<file path="config.mk">
export PLATFORM = sky130hd
export DESIGN_NAME = dit_timers
export DESIGN_NICKNAME = d
export VERILOG_FILES = /design/src/hdl/dit_timers.v
export VERILOG_INCLUDE_DIRS = /design/src /design/src/hdl
export SDC_FILE = /design/constraint.sdc
export NUM_CORES = 1
export LEC_CHECK = 0
export BUFFER_PORTS_ARGS = -buffer_cell sky130_fd_sc_hd__buf_2
export CAP_MARGIN = 25
export CORE_UTILIZATION = 25
export CTS_CLUSTER_SIZE = 8
export DETAILED_ROUTE_END_ITERATION = 16
export PLACE_DENSITY = 0.5
export RECOVER_POWER = 100
export SETUP_SLACK_MARGIN = 0.5
export SLEW_MARGIN = 20
export SYNTH_ARGS = -nofsm -noshare
export SYNTH_HDL_FRONTEND = slang
export SYNTH_SLANG_ARGS = --single-unit
</file>
<file path="constraint.sdc">
create_clock -name i_clk -period 2.2 [get_ports i_clk]
set_input_delay 0 -clock i_clk [delete_from_list [all_inputs] [get_ports i_clk]]
set_output_delay 0 -clock i_clk [all_outputs]
set_load 0.02 [all_outputs]
</file>
<file path="src/hdl/dit_regs.vh">
/*
 * Register map, field positions and reset values for the dual interval
 * timer block. Assumes a byte-wide register port with 4-bit addresses.
 */
// Overview of operation
// - control bits 7 and 6 both zero: first timer one-shot, no port output
// - low counter address write stores only the low reload latch
// - high counter write loads high latch and counter, copies low latch
// - first timer decrements from the next clock, once per clock
// - first timer reaching zero sets its interrupt flag
// - one-shot with output: line seven low after load, high at zero
// - reading low counter returns low byte and clears first timer flag
// - free-run: at zero set flag, invert line seven, reload sixteen bits
// - writing one to flag position clears the first timer flag
// - every high counter reload restarts the full time-out
// - latch-only writes leave the running countdown alone
// - low latch address writes like low counter, reads without clearing
// - high latch address stores high latch, no transfer, reads latch
// - reading high counter returns upper eight counter bits
// - line seven is timer output only if direction and control bit set
// - one control bit picks second timer interval or pulse counting
// - second timer: low latch, low counter, high counter, sixteen bits
// - second timer interval: flag once at zero, wrap, re-arm on reload
// - second timer high write loads byte, copies latch, clears flag
// - second timer low read returns count, clears flag; write stores latch
// - pulse mode decrements per low pulse on line six, flag once
// - interrupt request low when an enabled timer flag is set
`ifndef DIT_REGS_VH
`define DIT_REGS_VH

`define DIT_ADDR_W        4
`define DIT_OFS_PORTB_OUT 4'h0
`define DIT_OFS_PORTB_DIR 4'h2
`define DIT_OFS_T1_CNT_LO 4'h4
`define DIT_OFS_T1_CNT_HI 4'h5
`define DIT_OFS_T1_LAT_LO 4'h6
`define DIT_OFS_T1_LAT_HI 4'h7
`define DIT_OFS_T2_LO     4'h8
`define DIT_OFS_T2_CNT_HI 4'h9
`define DIT_OFS_AUX_CTRL  4'hB
`define DIT_OFS_IRQ_FLAG  4'hD
`define DIT_OFS_IRQ_EN    4'hE

`define DIT_AUX_T1_OUT    7
`define DIT_AUX_T1_FREE   6
`define DIT_AUX_T2_PULSE  5
`define DIT_IRQ_T1        6
`define DIT_IRQ_T2        5
`define DIT_IRQ_ANY       7
`define DIT_EN_SET        7
`define DIT_PB_TIMER      7
`define DIT_PB_PULSE      6

`define DIT_RST_BYTE      8'h00
`define DIT_RST_WORD      16'h0000
`define DIT_ONE_WORD      16'h0001
`define DIT_ALL_ONES      16'hFFFF

`endif

</file>
<file path="src/hdl/dit_timers.v">
/*
 * Two 16-bit interval timers with register port, port B line six/seven
 * logic, timer interrupt flags and enables.
 * Assumes a synchronous register master and synchronous pin inputs; the
 * clock stands in for the phase-2 system clock.
 */
// The strobed register port was left to the implementer.
`timescale 1ns/1ps
`default_nettype none
`include "dit_regs.vh"

module dit_timers (
    input  wire       i_clk,
    input  wire       i_rst_n,
    input  wire [3:0] i_addr,
    input  wire [7:0] i_wdata,
    input  wire       i_wr,
    input  wire       i_rd,
    output reg  [7:0] o_rdata,
    input  wire [7:0] i_port_b,
    output wire [7:0] o_port_b,
    output wire [7:0] o_port_b_oe,
    output wire       o_irq_n_out,
    output wire       o_irq_n_oe
);

    ////////////////////////////////////////////////////////////////////
    reg  [7:0]  port_b_output_latch;
    reg  [7:0]  port_b_direction;
    reg  [7:0]  auxiliary_control_bits;
    reg  [6:0]  irq_enable;
    reg  [15:0] t1_count;
    reg  [7:0]  t1_lat_lo;
    reg  [7:0]  t1_lat_hi;
    reg         t1_flag;
    reg         t1_armed;
    reg         t1_wave;
    reg  [15:0] t2_count;
    reg  [7:0]  t2_lat_lo;
    reg         t2_flag;
    reg         t2_armed;
    reg         pb6_prev;

    function hit;
        input [3:0] a;
        input [3:0] ofs;
        begin
            hit = (a == ofs);
        end
    endfunction

    wire wr_t1_hi = i_wr & hit(i_addr, `DIT_OFS_T1_CNT_HI);
    wire wr_t2_hi = i_wr & hit(i_addr, `DIT_OFS_T2_CNT_HI);
    wire rd_t1_lo = i_rd & hit(i_addr, `DIT_OFS_T1_CNT_LO);
    wire rd_t2_lo = i_rd & hit(i_addr, `DIT_OFS_T2_LO);
    wire wr_flag  = i_wr & hit(i_addr, `DIT_OFS_IRQ_FLAG);

    wire t1_free  = auxiliary_control_bits[`DIT_AUX_T1_FREE];
    wire t1_out   = auxiliary_control_bits[`DIT_AUX_T1_OUT];
    wire t2_pulse = auxiliary_control_bits[`DIT_AUX_T2_PULSE];

    wire t1_zero  = (t1_count == `DIT_RST_WORD) & ~wr_t1_hi;
    // line six low at this edge, high at the last one
    wire pb6_fall = pb6_prev & ~i_port_b[`DIT_PB_PULSE];
    wire t2_step  = t2_pulse ? pb6_fall : 1'b1;
    // pulse mode: the counted pulse that brings the count to zero is the
    // zero event; interval mode sees zero one clock later, like timer one
    wire t2_hit   = t2_pulse ? (t2_count == `DIT_ONE_WORD) :
                               (t2_count == `DIT_RST_WORD);
    wire t2_zero  = t2_hit & t2_step & ~wr_t2_hi;

    ////////////////////////////////////////////////////////////////////
    // control and port registers
    always @(posedge i_clk or negedge i_rst_n) begin
        if (!i_rst_n) begin
            port_b_output_latch    <= `DIT_RST_BYTE;
            port_b_direction       <= `DIT_RST_BYTE;
            auxiliary_control_bits <= `DIT_RST_BYTE;
            irq_enable             <= 7'h00;
            pb6_prev               <= 1'b1;
        end else begin
            pb6_prev <= i_port_b[`DIT_PB_PULSE];
            if (i_wr) begin
                case (i_addr)
                    `DIT_OFS_PORTB_OUT: port_b_output_latch <= i_wdata;
                    `DIT_OFS_PORTB_DIR: port_b_direction <= i_wdata;
                    `DIT_OFS_AUX_CTRL:  auxiliary_control_bits <= i_wdata;
                    `DIT_OFS_IRQ_EN: begin
                        if (i_wdata[`DIT_EN_SET])
                            irq_enable <= irq_enable | i_wdata[6:0];
                        else
                            irq_enable <= irq_enable & ~i_wdata[6:0];
                    end
                    default: ;
                endcase
            end
        end
    end

    ////////////////////////////////////////////////////////////////////
    // first timer
    always @(posedge i_clk or negedge i_rst_n) begin
        if (!i_rst_n) begin
            t1_count  <= `DIT_RST_WORD;
            t1_lat_lo <= `DIT_RST_BYTE;
            t1_lat_hi <= `DIT_RST_BYTE;
            t1_flag   <= 1'b0;
            t1_armed  <= 1'b0;
            t1_wave   <= 1'b1;
        end else begin
            if (i_wr && (hit(i_addr, `DIT_OFS_T1_CNT_LO) ||
                         hit(i_addr, `DIT_OFS_T1_LAT_LO)))
                t1_lat_lo <= i_wdata;
            if (i_wr && hit(i_addr, `DIT_OFS_T1_LAT_HI))
                t1_lat_hi <= i_wdata;
            if (wr_t1_hi) begin
                t1_lat_hi <= i_wdata;
                t1_count  <= {i_wdata, t1_lat_lo};
                t1_armed  <= 1'b1;
                // line seven goes low on load
                t1_wave   <= 1'b0;
            end else if (t1_zero && t1_free) begin
                t1_count <= {t1_lat_hi, t1_lat_lo};
                t1_wave  <= ~t1_wave;
            end else begin
                t1_count <= t1_count - `DIT_ONE_WORD;
                if (t1_zero && t1_armed) begin
                    t1_armed <= 1'b0;
                    t1_wave  <= 1'b1;
                end
            end
            // set wins over read and flag-register clears
            // set at zero
            if (t1_zero && (t1_free || t1_armed))
                t1_flag <= 1'b1;
            else if (wr_t1_hi || rd_t1_lo)
                t1_flag <= 1'b0;
            else if (wr_flag && i_wdata[`DIT_IRQ_T1])
                t1_flag <= 1'b0;
        end
    end

    ////////////////////////////////////////////////////////////////////
    // second timer
    always @(posedge i_clk or negedge i_rst_n) begin
        if (!i_rst_n) begin
            t2_count  <= `DIT_RST_WORD;
            t2_lat_lo <= `DIT_RST_BYTE;
            t2_flag   <= 1'b0;
            t2_armed  <= 1'b0;
        end else begin
            if (i_wr && hit(i_addr, `DIT_OFS_T2_LO))
                t2_lat_lo <= i_wdata;
            if (wr_t2_hi) begin
                t2_count <= {i_wdata, t2_lat_lo};
                t2_armed <= 1'b1;
            end else if (t2_step) begin
                t2_count <= t2_count - `DIT_ONE_WORD;
                if (t2_zero)
                    t2_armed <= 1'b0;
            end
            if (t2_zero && t2_armed)
                t2_flag <= 1'b1;
            else if (wr_t2_hi || rd_t2_lo)
                t2_flag <= 1'b0;
            else if (wr_flag && i_wdata[`DIT_IRQ_T2])
                t2_flag <= 1'b0;
        end
    end

    ////////////////////////////////////////////////////////////////////
    // pins and interrupt
    wire [6:0] flags = {t1_flag, t2_flag, 5'h00};
    wire       irq   = |(flags & irq_enable);

    // timer drives line seven only with both bits set
    wire pb7 = (port_b_direction[`DIT_PB_TIMER] & t1_out) ? t1_wave :
               port_b_output_latch[`DIT_PB_TIMER];
    assign o_port_b    = {pb7, port_b_output_latch[6:0]};
    assign o_port_b_oe = port_b_direction;
    // open-drain low while enabled flag set
    assign o_irq_n_out = 1'b0;
    assign o_irq_n_oe  = irq;

    ////////////////////////////////////////////////////////////////////
    // read port, data one cycle after the strobe
    always @(posedge i_clk or negedge i_rst_n) begin
        if (!i_rst_n) begin
            o_rdata <= `DIT_RST_BYTE;
        end else if (i_rd) begin
            case (i_addr)
                `DIT_OFS_PORTB_OUT: o_rdata <= port_b_output_latch;
                `DIT_OFS_PORTB_DIR: o_rdata <= port_b_direction;
                `DIT_OFS_T1_CNT_LO: o_rdata <= t1_count[7:0];
                `DIT_OFS_T1_CNT_HI: o_rdata <= t1_count[15:8];
                `DIT_OFS_T1_LAT_LO: o_rdata <= t1_lat_lo;
                `DIT_OFS_T1_LAT_HI: o_rdata <= t1_lat_hi;
                `DIT_OFS_T2_LO:     o_rdata <= t2_count[7:0];
                `DIT_OFS_T2_CNT_HI: o_rdata <= t2_count[15:8];
                `DIT_OFS_AUX_CTRL:  o_rdata <= auxiliary_control_bits;
                `DIT_OFS_IRQ_FLAG:  o_rdata <= {irq, flags};
                `DIT_OFS_IRQ_EN:    o_rdata <= {1'b1, irq_enable};
                default:            o_rdata <= `DIT_RST_BYTE;
            endcase
        end else begin
            o_rdata <= `DIT_RST_BYTE;
        end
    end

endmodule // dit_timers
`default_nettype wire

</file>
==> results.sh <==
export IMPL_cts_root_buf="clkbuf_16"
export IMPL_maxSlewViolCount=0
export IMPL_path_delay_family="simple AND/OR/NAND/NOR gates"
export IMPL_ir_worst_vdd_mv=0.385
export IMPL_fillCellCount=2165
export IMPL_worstHoldEndpoint="t2_count[9]$_DFFE_PN0P_"
export IMPL_cellPowerDensity_nw_per_um2=986
export IMPL_cts_sinks=101
export IMPL_dp_cells=824
export IMPL_clock_latency_ns=0.35
export IMPL_antenna_left=0
export IMPL_layout_min_cycle_time_ns=1.90
export IMPL_antenna_cells=0
export IMPL_critical_path_slowest_cell="dfrtp_1"
export IMPL_crit_type="reg2reg"
export IMPL_clk_pin_slew_ns=0.07
export IMPL_area_growth_pct=22.9
export IMPL_cp_required_ns=2.50
export IMPL_hp_class="in2reg"
export IMPL_grt_pass1_vias=4395
export IMPL_hold_depth=3
export IMPL_async_flop_share_pct=100
export IMPL_leakage_uw=0.00266
export IMPL_place_hpwl_um=12500
export IMPL_ys_flop_type="dfrtp_1"
export IMPL_clock_path_buffers=2
export IMPL_rows=53
export IMPL_fmax_mhz=527
export IMPL_routedWlPerCell_um=20.0
export IMPL_nets=622
export IMPL_fp_dieArea_um2=22500
export IMPL_drc=0
export IMPL_end_kind="flip-flop"
export IMPL_reg2reg_depth=8
export IMPL_vias_per_cell=4.97
export IMPL_htree_num_levels=3
export IMPL_io_pins=50
export IMPL_yosysSeqAreaShare_pct=46.2
export IMPL_synthesis_area_um2=5480
export IMPL_cts_buffers_inserted=9
export IMPL_gp_congestion=0.940
export IMPL_outcome="complete, no violations"
export IMPL_hp_start="i_wdata[1]"
export IMPL_grt_max_degree=48
export IMPL_gr_total_overflow=0
export IMPL_start_kind="flip-flop"
export IMPL_crit_chain="inv_2 -> ha_4 -> nor3b_4 -> clkbuf_1 -> nand3_4 -> nor3_1 -> o21a_1 -> a21o_1"
export IMPL_drt_pass1_iter_count=5
export IMPL_worstPathArrival_ns=2.19
export IMPL_grtUsageTotal_pct=16.0
export IMPL_core_um2=21300
export IMPL_grt_pass1_wl_um=26600
export IMPL_synthDistinctLibCells=62
export IMPL_yosys_warnings=0
export IMPL_port_buffers=41
export IMPL_drive_above_1_share_pct=31.2
export IMPL_die_width_um=150
export IMPL_first_iter_violations=198
export IMPL_cap_violations=0
export IMPL_avgSynthCellArea_um2=10.4
export IMPL_hold_viol_final=0
export IMPL_period_share_pct=86.2
export IMPL_slowest_delay_ns=0.43
export IMPL_cp_max_fo=4
export IMPL_drt_total_wl_um=17400
export IMPL_timing_setup_tns_ns=0
export IMPL_relSlewSlack_pct=21.1
export IMPL_start_util_pct=25.7
export IMPL_antenna_found_initial=0
export IMPL_final_cells=874
export IMPL_synth_edf_count=0
export IMPL_cp_depth=8
export IMPL_reg2reg_slack_ns=0.30
export IMPL_r2r_end="t1_flag$_DFFE_PN0P_"
export IMPL_syn_nets=554
export IMPL_postSynthCellCount=526
export IMPL_vias=4348
export IMPL_crit_buf_inv=2
export IMPL_die_y_um=150
export IMPL_cts_tree="done"
export IMPL_worst_r2r_startpoint="t1_count[1]$_DFF_PN0_"
export IMPL_setup_viol=0
export IMPL_grt_setup_unrepaired="yes"
export IMPL_synth_seq_cells=101
export IMPL_worst_pin_slew_ns=1.18
export IMPL_skew_ns=0.00826
## worst reg2reg max path: stages (launching register included)
cell,delay (ns)
dfrtp_1,0.43
inv_2,0.10
ha_4,0.13
nor3b_4,0.21
clkbuf_1,0.17
nand3_4,0.12
nor3_1,0.31
o21a_1,0.25
a21o_1,0.13
## worst max-delay path by stage
stage,startpoint,to,slack [ns]
after floorplan,t1_count[0]$_DFF_PN0_,t1_count[0]$_DFF_PN0_,0.50
after global placement,t1_count[0]$_DFF_PN0_,t1_count[9]$_DFF_PN0_,0.22
after detailed placement,t1_count[0]$_DFF_PN0_,t1_count[13]$_DFF_PN0_,0.15
after CTS,t1_count[5]$_DFF_PN0_,t1_count[13]$_DFF_PN0_,0.42
after global routing,i_rst_n,t1_count[4]$_DFF_PN0_,0.19
final,t1_count[1]$_DFF_PN0_,t1_flag$_DFFE_PN0P_,0.30
## flip-flops by register name, summed over array words and instances (netlist names), named ones only
register and cells:
t1_armed 1, t2_flag 1, t1_lat_lo 8, o_port_b_oe 8, t1_wave 1, t2_armed 1, o_rdata 8, auxiliary_control_bits 8
t1_flag 1, pb6_prev 1, t1_count 16, t2_lat_lo 8, t2_count 16, t1_lat_hi 8, port_b_output_latch 8
## area by class of cell
cell class | instances | area (um^2) | share of cell area (%)
Multi-Input combinational cell | 374 | 2890 | 42.9
Sequential cell | 101 | 2540 | 37.7
Timing Repair Buffer | 99 | 643 | 9.55
Tap cell | 275 | 344 | 5.11
Clock buffer | 15 | 258 | 3.83
Inverter | 9 | 33.8 | 0.502
Clock inverter | 1 | 30.0 | 0.446
## cell usage after synthesis (8+ instances only)
cell type / number / area share [%]
dfrtp_1: 99 / 45
mux2_2: 58 / 12
nand2_1: 53 / 3.6
o21ai_0: 30 / 2.7
nor2_1: 25 / 1.7
nand3_1: 18 / 1.6
xnor2_1: 18 / 2.9
a21oi_1: 16 / 1.5
a22oi_1: 15 / 2.1
buf_2: 13 / 1.2
buf_4: 10 / 1.4
o21ai_1: 10 / 0.91
xor2_1: 10 / 1.6
a22o_1: 9 / 1.4
clkbuf_1: 9 / 0.62
inv_1: 9 / 0.62
nor2b_1: 8 / 0.91
## cell usage in the layout, fill, tap and decap left out, types with 8 or more instances in the layout
cell type	instances
a21oi_1	15
a22o_1	9
a22oi_1	8
buf_2	14
buf_4	34
clkbuf_1	42
clkbuf_16	11
dfrtp_1	91
dfrtp_2	8
mux2_2	58
nand2_1	45
nand3_1	16
nor2_1	25
o21ai_0	26
o21ai_1	9
xnor2_1	17
xor2_1	10
## where the power goes
part	switching (uW)	total, uW	internal [uW]
registers	648	3030	2380
logic	1040	2030	987
clock network	663	1580	916
total	2350	6640	4290
## cells by family (layout without fill, tap and decap cells)
group / Yosys count / in the layout / share of synthesized area (%)
AOI/OAI and AO/OA: 118 / 118 / 14.6
xor gates and xnor gates: 28 / 28 / 4.47
adders and majority gates: 4 / 4 / 0.913
buffers and inverters: 51 / 124 / 4.89
DFF: 101 / 101 / 46.2
muxes: 65 / 65 / 13.2
other: 1 / 1 / 0.0684
and+or+nand+nor: 158 / 158 / 15.7
## what timing repair did
item,in CTS,in global routing
setup endpoints to repair,28,31
resized for setup,19,57
hold endpoints to repair,75,0
hold buffers,3,0
pin swaps,5,12
cloned,0,3
setup buffers,14,14
## per-stage QoR
stage	worst slack, ns	total power (uW)	instance area, um^2	hold slack, ns	util (%)
2_1_floorplan	0.500	4050	5490	-0.296	-
3_3_place_gp	0.217	4640	6000	-0.0531	28.2
3_5_place_dp	0.147	4680	6000	-0.0413	28.2
4_1_cts	0.420	6500	6500	0.00157	30.5
5_1_grt	0.189	7010	6740	0.0351	31.6
6_report	0.303	6640	6740	0.0239	31.6
## per-layer routing
metal / track usage [%] / part of all wire [%]
met1: 21.5 / 46
met2: 26.4 / 49
met3: 2.77 / 3.9
met4: 4.60 / 1.6
met5: 0 / 0
Note: power is estimated with default switching activity, not from simulation.
